[src/hdl/ipr_defines.svh]
// Purpose: Offsets, field positions, reset values and masks for the priority registers.
// Assumes: Register index equals offset; 16-bit registers.
// Notes: Definitions only.
`ifndef IPR_DEFINES_SVH
`define IPR_DEFINES_SVH

`define IPR_ADDR_W 3
`define IPR_NUM_REGS 6
`define IPR_OFS_CTRL0 3'h0
`define IPR_OFS_CTRL1 3'h1
`define IPR_OFS_CTRL2 3'h2
`define IPR_OFS_CTRL3 3'h3
`define IPR_OFS_CTRL4 3'h4
`define IPR_OFS_CTRL5 3'h5
`define IPR_FLD_POS3 12
`define IPR_FLD_POS2 8
`define IPR_FLD_POS1 4
`define IPR_FLD_POS0 0
`define IPR_FLD_RESET 3'h4
`define IPR_LEVEL_OFF 3'h0
`define IPR_MASK_FULL 16'h7777
`define IPR_MASK_CTRL3 16'h0777
`define IPR_MASK_CTRL4 16'h7077
`define IPR_RESET_FULL 16'h4444
`define IPR_RESET_CTRL3 16'h0444
`define IPR_RESET_CTRL4 16'h4044

`endif

[src/hdl/ipr_pkg.sv]
// Purpose: Types shared by the priority register block.
// Assumes: Defines header is included by the user.
// Notes: Types only.
package ipr_pkg;

    typedef logic [2:0] ipr_level_t;

    typedef struct packed {
        logic [2:0] addr;
        logic [15:0] wdata;
        logic wr;
        logic rd;
    } ipr_bus_req_t;

    typedef struct packed {
        ipr_level_t timer1_priority;
        ipr_level_t outcmp1_priority;
        ipr_level_t incap1_priority;
        ipr_level_t ext_irq0_priority;
        ipr_level_t timer2_priority;
        ipr_level_t outcmp2_priority;
        ipr_level_t incap2_priority;
        ipr_level_t dma_ch0_done_priority;
        ipr_level_t uart1_rx_priority;
        ipr_level_t spi1_event_priority;
        ipr_level_t spi1_error_priority;
        ipr_level_t timer3_priority;
        ipr_level_t dma_ch1_done_priority;
        ipr_level_t adc1_done_priority;
        ipr_level_t uart1_tx_priority;
        ipr_level_t change_notify_priority;
        ipr_level_t i2c1_master_priority;
        ipr_level_t i2c1_slave_priority;
        ipr_level_t incap8_priority;
        ipr_level_t incap7_priority;
        ipr_level_t adc2_done_priority;
        ipr_level_t ext_irq1_priority;
    } ipr_levels_t;

endpackage : ipr_pkg

[src/hdl/ipr_priority_regs.sv]
// Purpose: Six interrupt priority control registers with priority and gated request outputs.
// Assumes: Single clock; bus strobes come from logic on the same clock.
// Notes: Read data is registered and valid only in the cycle after the read strobe.
//
// Function
// - Three-bit field; code seven is level seven, one is level one.
// - A zero field disables its source; request never reaches the processor.
// - Fields are read/write and reset to binary 100, level four.
// - Unimplemented bits, including 15, 11, 7, 3, read zero, ignore writes.
// - Register 0: timer1, outcmp1, incap1, ext_irq0 at 14-12, 10-8, 6-4, 2-0.
// - Register 1: timer2, outcmp2, incap2, dma_ch0 at 14-12, 10-8, 6-4, 2-0.
// - Register 2: uart1_rx, spi1 event, spi1 error, timer3 in the four fields.
// - Register 3: dma_ch1 10-8, adc1 6-4, uart1_tx 2-0; bits 15-11 unused.
// - Register 4: change notify 14-12, i2c1 master 6-4, slave 2-0; 11-7 unused.
// - Register 5: incap8, incap7, adc2, ext_irq1 in the four fields.
//
// Decided for this implementation: the register offsets and the address-and-strobe port.
`timescale 1ns/1ps
`include "ipr_defines.svh"

module ipr_priority_regs (
    // Clock and reset
    input wire logic clock,
    input wire logic rstn,
    // Register port
    input wire logic [2:0] reg_addr,
    input wire logic [15:0] reg_wdata,
    input wire logic reg_wr,
    input wire logic reg_rd,
    output logic [15:0] reg_rdata,
    // Interrupt sources, one request per field, same clock
    input wire logic [21:0] src_req,
    // Toward arbitration
    output ipr_pkg::ipr_levels_t levels,
    output logic [21:0] req_gated
);

    // ------------------------------------------------------------
    // Reset release
    // ------------------------------------------------------------
    logic rst_meta_r;
    logic rst_sync_r;

    always_ff @(posedge clock or negedge rstn) begin
        if (!rstn) begin
            rst_meta_r <= 1'b0;
            rst_sync_r <= 1'b0;
        end else begin
            rst_meta_r <= 1'b1;
            rst_sync_r <= rst_meta_r;
        end
    end

    // ------------------------------------------------------------
    // Helpers
    // ------------------------------------------------------------
    function automatic logic [15:0] impl_mask(input logic [2:0] idx);
        case (idx)
            `IPR_OFS_CTRL3: impl_mask = `IPR_MASK_CTRL3;
            `IPR_OFS_CTRL4: impl_mask = `IPR_MASK_CTRL4;
            default: impl_mask = `IPR_MASK_FULL;
        endcase
    endfunction : impl_mask

    // Field k of a register word; k counts from the low field.
    function automatic logic [2:0] fld(input logic [15:0] w, input int k);
        fld = w[4*k +: 3];
    endfunction : fld

    // ------------------------------------------------------------
    // Register storage
    // ------------------------------------------------------------
    logic [15:0] ctrl_r [`IPR_NUM_REGS];
    logic [15:0] rdata_r;
    logic [15:0] rdata_nxt;
    logic [21:0] gated_r;
    logic [21:0] gated_nxt;
    ipr_pkg::ipr_levels_t levels_r;
    ipr_pkg::ipr_levels_t levels_nxt;

    // Reset loads level four in every implemented field; masking keeps separators at zero.
    always_ff @(posedge clock or negedge rst_sync_r) begin
        if (!rst_sync_r) begin
            // Plain constants here, so the reset branch never depends on a decode.
            ctrl_r[0] <= `IPR_RESET_FULL;
            ctrl_r[1] <= `IPR_RESET_FULL;
            ctrl_r[2] <= `IPR_RESET_FULL;
            ctrl_r[3] <= `IPR_RESET_CTRL3;
            ctrl_r[4] <= `IPR_RESET_CTRL4;
            ctrl_r[5] <= `IPR_RESET_FULL;
        end else if (reg_wr && (reg_addr < 3'(`IPR_NUM_REGS))) begin
            ctrl_r[reg_addr] <= reg_wdata & impl_mask(reg_addr);
        end
    end

    // ------------------------------------------------------------
    // Read path
    // ------------------------------------------------------------
    // Unmapped addresses read zero so software probing past the map sees nothing.
    always_comb begin
        rdata_nxt = 16'h0000;
        if (reg_rd && (reg_addr < 3'(`IPR_NUM_REGS))) begin
            rdata_nxt = ctrl_r[reg_addr] & impl_mask(reg_addr);
        end
    end

    always_ff @(posedge clock or negedge rst_sync_r) begin
        if (!rst_sync_r) begin
            rdata_r <= 16'h0000;
        end else begin
            rdata_r <= rdata_nxt;
        end
    end

    // ------------------------------------------------------------
    // Field map toward arbitration
    // ------------------------------------------------------------
    always_comb begin
        levels_nxt.timer1_priority = fld(ctrl_r[0], 3);
        levels_nxt.outcmp1_priority = fld(ctrl_r[0], 2);
        levels_nxt.incap1_priority = fld(ctrl_r[0], 1);
        levels_nxt.ext_irq0_priority = fld(ctrl_r[0], 0);
        levels_nxt.timer2_priority = fld(ctrl_r[1], 3);
        levels_nxt.outcmp2_priority = fld(ctrl_r[1], 2);
        levels_nxt.incap2_priority = fld(ctrl_r[1], 1);
        levels_nxt.dma_ch0_done_priority = fld(ctrl_r[1], 0);
        levels_nxt.uart1_rx_priority = fld(ctrl_r[2], 3);
        levels_nxt.spi1_event_priority = fld(ctrl_r[2], 2);
        levels_nxt.spi1_error_priority = fld(ctrl_r[2], 1);
        levels_nxt.timer3_priority = fld(ctrl_r[2], 0);
        levels_nxt.dma_ch1_done_priority = fld(ctrl_r[3], 2);
        levels_nxt.adc1_done_priority = fld(ctrl_r[3], 1);
        levels_nxt.uart1_tx_priority = fld(ctrl_r[3], 0);
        levels_nxt.change_notify_priority = fld(ctrl_r[4], 3);
        levels_nxt.i2c1_master_priority = fld(ctrl_r[4], 1);
        levels_nxt.i2c1_slave_priority = fld(ctrl_r[4], 0);
        levels_nxt.incap8_priority = fld(ctrl_r[5], 3);
        levels_nxt.incap7_priority = fld(ctrl_r[5], 2);
        levels_nxt.adc2_done_priority = fld(ctrl_r[5], 1);
        levels_nxt.ext_irq1_priority = fld(ctrl_r[5], 0);
    end

    // A source whose level is zero never passes its request on.
    always_comb begin
        logic [65:0] flat;
        flat = levels_nxt;
        gated_nxt = '0;
        for (int s = 0; s < 22; s++) begin
            gated_nxt[s] = src_req[s] && (flat[3*s +: 3] != `IPR_LEVEL_OFF);
        end
    end

    // Outputs are registered, so arbitration sees a write one cycle after it lands.
    always_ff @(posedge clock or negedge rst_sync_r) begin
        if (!rst_sync_r) begin
            levels_r <= '0;
            gated_r <= '0;
        end else begin
            levels_r <= levels_nxt;
            gated_r <= gated_nxt;
        end
    end

    assign reg_rdata = rdata_r;
    assign levels = levels_r;
    assign req_gated = gated_r;

endmodule : ipr_priority_regs

[config.mk]
export PLATFORM = sky130hd
export DESIGN_NAME = ipr_priority_regs
export DESIGN_NICKNAME = d
export VERILOG_FILES = /design/src/hdl/ipr_pkg.sv /design/src/hdl/ipr_priority_regs.sv
export VERILOG_INCLUDE_DIRS = /design/src /design/src/hdl
export SDC_FILE = /design/constraint.sdc
export NUM_CORES = 1
export LEC_CHECK = 0
export BUFFER_PORTS_ARGS = -buffer_cell sky130_fd_sc_hd__buf_4
export CAP_MARGIN = 5
export CORE_ASPECT_RATIO = 1.2
export CORE_MARGIN = 2
export CORE_UTILIZATION = 28
export CTS_CLUSTER_SIZE = 20
export DETAILED_ROUTE_END_ITERATION = 7
export MAX_ROUTING_LAYER = met4
export PLACE_DENSITY = 0.43
export SKIP_CTS_REPAIR_TIMING = 1
export SLEW_MARGIN = 20
export SYNTH_ARGS = -nofsm -noshare
export SYNTH_HDL_FRONTEND = slang
export SYNTH_SLANG_ARGS = --single-unit
[constraint.sdc]
create_clock -name clock -period 11.4 [get_ports clock]
set_input_delay 1.14 -clock clock [delete_from_list [all_inputs] [get_ports clock]]
set_output_delay 1.14 -clock clock [all_outputs]
set_load 0.05 [all_outputs]
# Yosys cells after proc, flatten, opt, wreduce, memory -nomap -nowiden
# Index checks and enable logic that the tools add are counted.
dict set report word_totals {
  elab_cells 97
  output_inout_bits 104
  reg_bits 202
  in_bits 45
}
dict set report classes {
  n_mux 10
  magnitude_cmp 3
  bitwise_logic 3
  reduce_logical 47
  eq_ne 2
}
# cell count
set op_table {}
lappend op_table {{$bwmux 96} 1}
lappend op_table {{$mux 16} 6}
lappend op_table {{$reduce_bool 3->1} 22}
lappend op_table {{$bmux 16 s3} 1}
lappend op_table {{$demux 16 s3} 1}
lappend op_table {{$and 16x16->16} 2}
lappend op_table {{$pmux 15 s2} 1}
lappend op_table {{$logic_and 1x1->1} 25}
lappend op_table {{$ge 4x4->1 const B} 1}
lappend op_table {{$lt 4x1->1 const B} 1}
lappend op_table {{$not 3->4} 1}
lappend op_table {{$eq 3x2->1 const B} 1}
lappend op_table {{$eq 3x3->1 const B} 1}
lappend op_table {{$lt 3x3->1 const B} 1}

# Depth between registers and ports, before layout
dict set report depth {
  ltp_word 6
  mapped_depth 5
  ltp_nobuf 3
}

# Worst setup path before layout
# Ideal clock, no wire load.
dict set report synth_timing {
  kind {input to register}
  from {in reg_addr[1]}
  to {reg ctrl_r[48] in the netlist's numbering}
  path_buffers 2
  required_time_ps 11275
  setup_time_ps 125
  t_arrival_ps 2216
  path_stages 5
  path_slack_ps 9060
  path_cell_list {buf_2 -> nand2_1 -> nor3_1 -> buf_2 -> mux2_2}
}
dict set report synth_via {
  elab_chain_cells 6
  word_cells_on_any_way 9
  cone_classes {order compare: 3; mux: 3; bitwise: 1; reduce/logical: 2}
}
# item line_no
set synth_lines {}
lappend synth_lines {{start, declared} ipr_priority_regs.sv:26} ;# input wire logic [2:0] reg_addr,
lappend synth_lines {{$not 3->4 (not written as such)} ipr_priority_regs.sv:92} ;# ctrl_r[reg_addr] <= reg_wdata & impl_mask(reg_addr);
lappend synth_lines {{$ge 4x4->1 (not written as such) or $lt 4x1->1 (tied branches)} ipr_priority_regs.sv:92}
lappend synth_lines {{$logic_and 1x1->1 (not written as such)} ipr_priority_regs.sv:92}
lappend synth_lines {{$mux 16 (not written as such)} ipr_priority_regs.sv:92}
lappend synth_lines {{$demux 16 s3} ipr_priority_regs.sv:92}
lappend synth_lines {{$bwmux 96} ipr_priority_regs.sv:92}
lappend synth_lines {{end signal, assigned by index} ipr_priority_regs.sv:92}
lappend synth_lines {{end, declared} ipr_priority_regs.sv:73} ;# logic [15:0] ctrl_r [`IPR_NUM_REGS];
# Parallel ways exist; a longest one is shown, timed or not.
# A chain may end at the register's enable or synchronous reset.

# Worst setup path after layout
dict set report layout_timing {
  from {in reg_addr[1]}
  to {reg ctrl_r[5] in the netlist's numbering}
}
# The elaborated chain is that of the path after synthesis.

==> flow_metrics.tcl <==
set metrics [dict create \
    port_buffers 140 \
    worstSetupPathType "input port to flip-flop" \
    syn_area_um2 5930 \
    clock_latency_ns 0.42 \
    fin_crit_sh_pct 22.3 \
    cts_tree "built" \
    antenna_cells 0 \
    antenna_found_initial 0 \
    drc 0 \
    cpMaxStageDelayCell "nand4b_1" \
    ff_latch_area_um2 4240 \
    async_flop_share_pct 100 \
    drt-total-wl_um 14400 \
    cp.arrival_ns 2.84 \
    maxSlewViolCount 0 \
    grt_usage_pct 13.9 \
    swShare_pct 34.1 \
    synth.top_cell.area_share_pct 61.6 \
    fin_util_pct 37.7 \
    synthFlopType "dfrtp_1" \
    syn2layout_area_growth_pct 32.7 \
    synth_edf_count 0 \
    status "complete, no violations" \
    die_area_um2 22400 \
    wire_per_inst_um 18.5 \
    clk_pin_slew_worst_paths_ns 0.07 \
    hold_class "flip-flop to asynchronous set/reset pin" \
    cpPeakStageDelay_ns 0.86 \
    grt_max_degree 72 \
    internal_power_uw 1250 \
    yosysTopAreaCell "dfrtp_1" \
    crit_path_cell_trace "buf_4, nand4b_1, mux2_2" \
    hold_ws_ns 0.228 \
    path_max_fanout 34 \
    synthTopCellsByCount "146 x dfrtp_1, 59 x mux2_2, 27 x mux2i_1" \
    ys_seq_elements 168 \
    drive_gt1_share_pct 52.7 \
    grt_pass1_vias 3676 \
    worstPathRequired_ns 11.70 \
    leakage_uw 0.00362 \
    finalWeightedCongestion 0.720 \
    syn-instance-count 349 \
    yosysSeqAreaShare_pct 71.3 \
    synth.most_common_cell "dfrtp_1" \
    switchingPower_uw 648 \
    fillers 2059 \
    vias 3433 \
    pin_count 149 \
    ir_drop_v 0.0000958 \
    dr.pass1.iters 4 \
    final.min_clock_period_ns 2.54 \
    multiInputGateArea_um2 1600 \
    dp_hpwl_um 9910 \
    coreArea_um2 20900 \
    initial_core_util_pct 28.4 \
    die_w_um 137 \
    via_per_inst 4.40 \
    end_kind "flip-flop" \
    seqPwrFrac_pct 42.9 \
    maxCapViolations 0 \
    rsz0062_at_grt "false" \
    clock-sinks 168 \
    p_per_area_nw_per_um2 241 \
    clockBufferDepth 2 \
    overflow 0 \
    cts-buffers-inserted 17 \
    hold_viol 0 \
    cp-start-kind "input port" \
    ys_warn_count 0 \
    setup_viol 0 \
    fin_nets 542 \
    cts-htree-levels 4 \
    power_frac_comb_pct 26.0 \
    yosysUniqueCellTypes 28 \
    drt_iter0_markers 127 \
    yosys-top-cells-area "dfrtp_1 62%, mux2_2 11%, dfstp_2 9.7%" \
    slew_headroom_pct 33.2 \
    tns_ns 0 \
    grt_pass1_wl_um 21900 \
    avgSynthCellArea_um2 17.0 \
    row_count 58 \
    tightest_slew_ns 0.998 \
    clk_root_buffer_cell "clkbuf_16" \
    fmaxAchievable_mhz 394 \
    die_h_um 163 \
    ant_nets 0 \
    power.share.clock_pct 31.1 \
    finalClockSkew_ns 0.00696 \
]
==> placed cells by master (no fill, tap or decap), drive strengths merged, types with 2 or more instances in the layout <==
cell type  count
dfstp         22
o21ai         12
o22ai          3
a211oi         3
clkbuf        21
nand3b         2
a2bb2oi        3
o22a           6
inv            2
nor2b          7
buf          144
mux2i         27
nor4b          2
bufinv         3
o31a          22
mux2          66
clkinv         5
clkinvlp       2
conb           5
dfrtp        146
==> layout make-up <==
class                   count  share of cell area, %
clock buffers              21                   5.85
clock inverters            11                   1.86
inverters                   1                 0.0795
multi-input cells         165                   20.4
flip-flops and latches    168                   53.8
well taps                 270                   4.29
repair buffers            144                   13.8
==> per-layer routing <==
layer | global-route usage (%) | share of wire [%]
met1 | 17.1 | 42
met2 | 22.4 | 52
met3 | 2.58 | 4.3
met4 | 5.90 | 1.6
met5 | - | 0
==> flip-flops by register name, indices dropped and copies added, names as in the netlist <==
name        flops
levels         66
rst_sync_r      1
rst_meta_r      1
ctrl_r         66
req_gated      22
reg_rdata      12
==> critical path, delay by kind of cell <==
kind	cells	cell delay (ns)
buffers and inverters	1	0.28
multiplexers	1	0.55
AND/OR/NAND/NOR	1	0.86
==> per-stage QoR <==
| step | area, µm² | instances | worst slack, ns | total power [µW] |
|---|---|---|---|---|
| 6_report | 7870 | 780 | 8.86 | 1900 |
| 5_1_grt | 7870 | 780 | 8.72 | 1990 |
| 4_1_cts | 7860 | 779 | 8.81 | 1930 |
| 3_5_place_dp | 7260 | 747 | 8.35 | 1330 |
| 3_3_place_gp | 7260 | 747 | 8.38 | 1320 |
| 2_1_floorplan | 5940 | 352 | 6.41 | 1150 |
==> cell families (layout without fill, tap and decap cells) <==
family	Yosys count	after routing	share of synthesized area [%]
AOI/OAI and AO/OA	49	49	6.29
buffers and inverters	19	177	2.07
DFF	168	168	71.3
muxes	93	93	17.5
other	2	5	0.127
and+or+nand+nor	18	18	2.66
==> power by group through the flow <==
stage	clock network [µW]	logic, µW	registers, µW
after global routing	636	516	834
final	590	494	815
after global placement	0	497	826
after CTS	611	500	819
after floorplan	0	96.3	1050
after detailed placement	0	499	829
==> final timing paths <==
kind | from | end | slack (ns) | cells after the start
worst max-delay path | reg_addr[1] | ctrl_r[5] | 8.86 | 3
worst min-delay path | rst_sync_r | levels[55] | 0.23 | 0
worst max register to register | rst_sync_r | levels[40] | 9.96 | 1
worst min register to register | rst_sync_r | levels[55] | 0.23 | 0
max in group asynchronous | rst_sync_r | levels[40] | 9.96 | 1
min in group clock | rst_meta_r | rst_sync_r | 0.35 | 0
(Power assumes the default switching activity.)
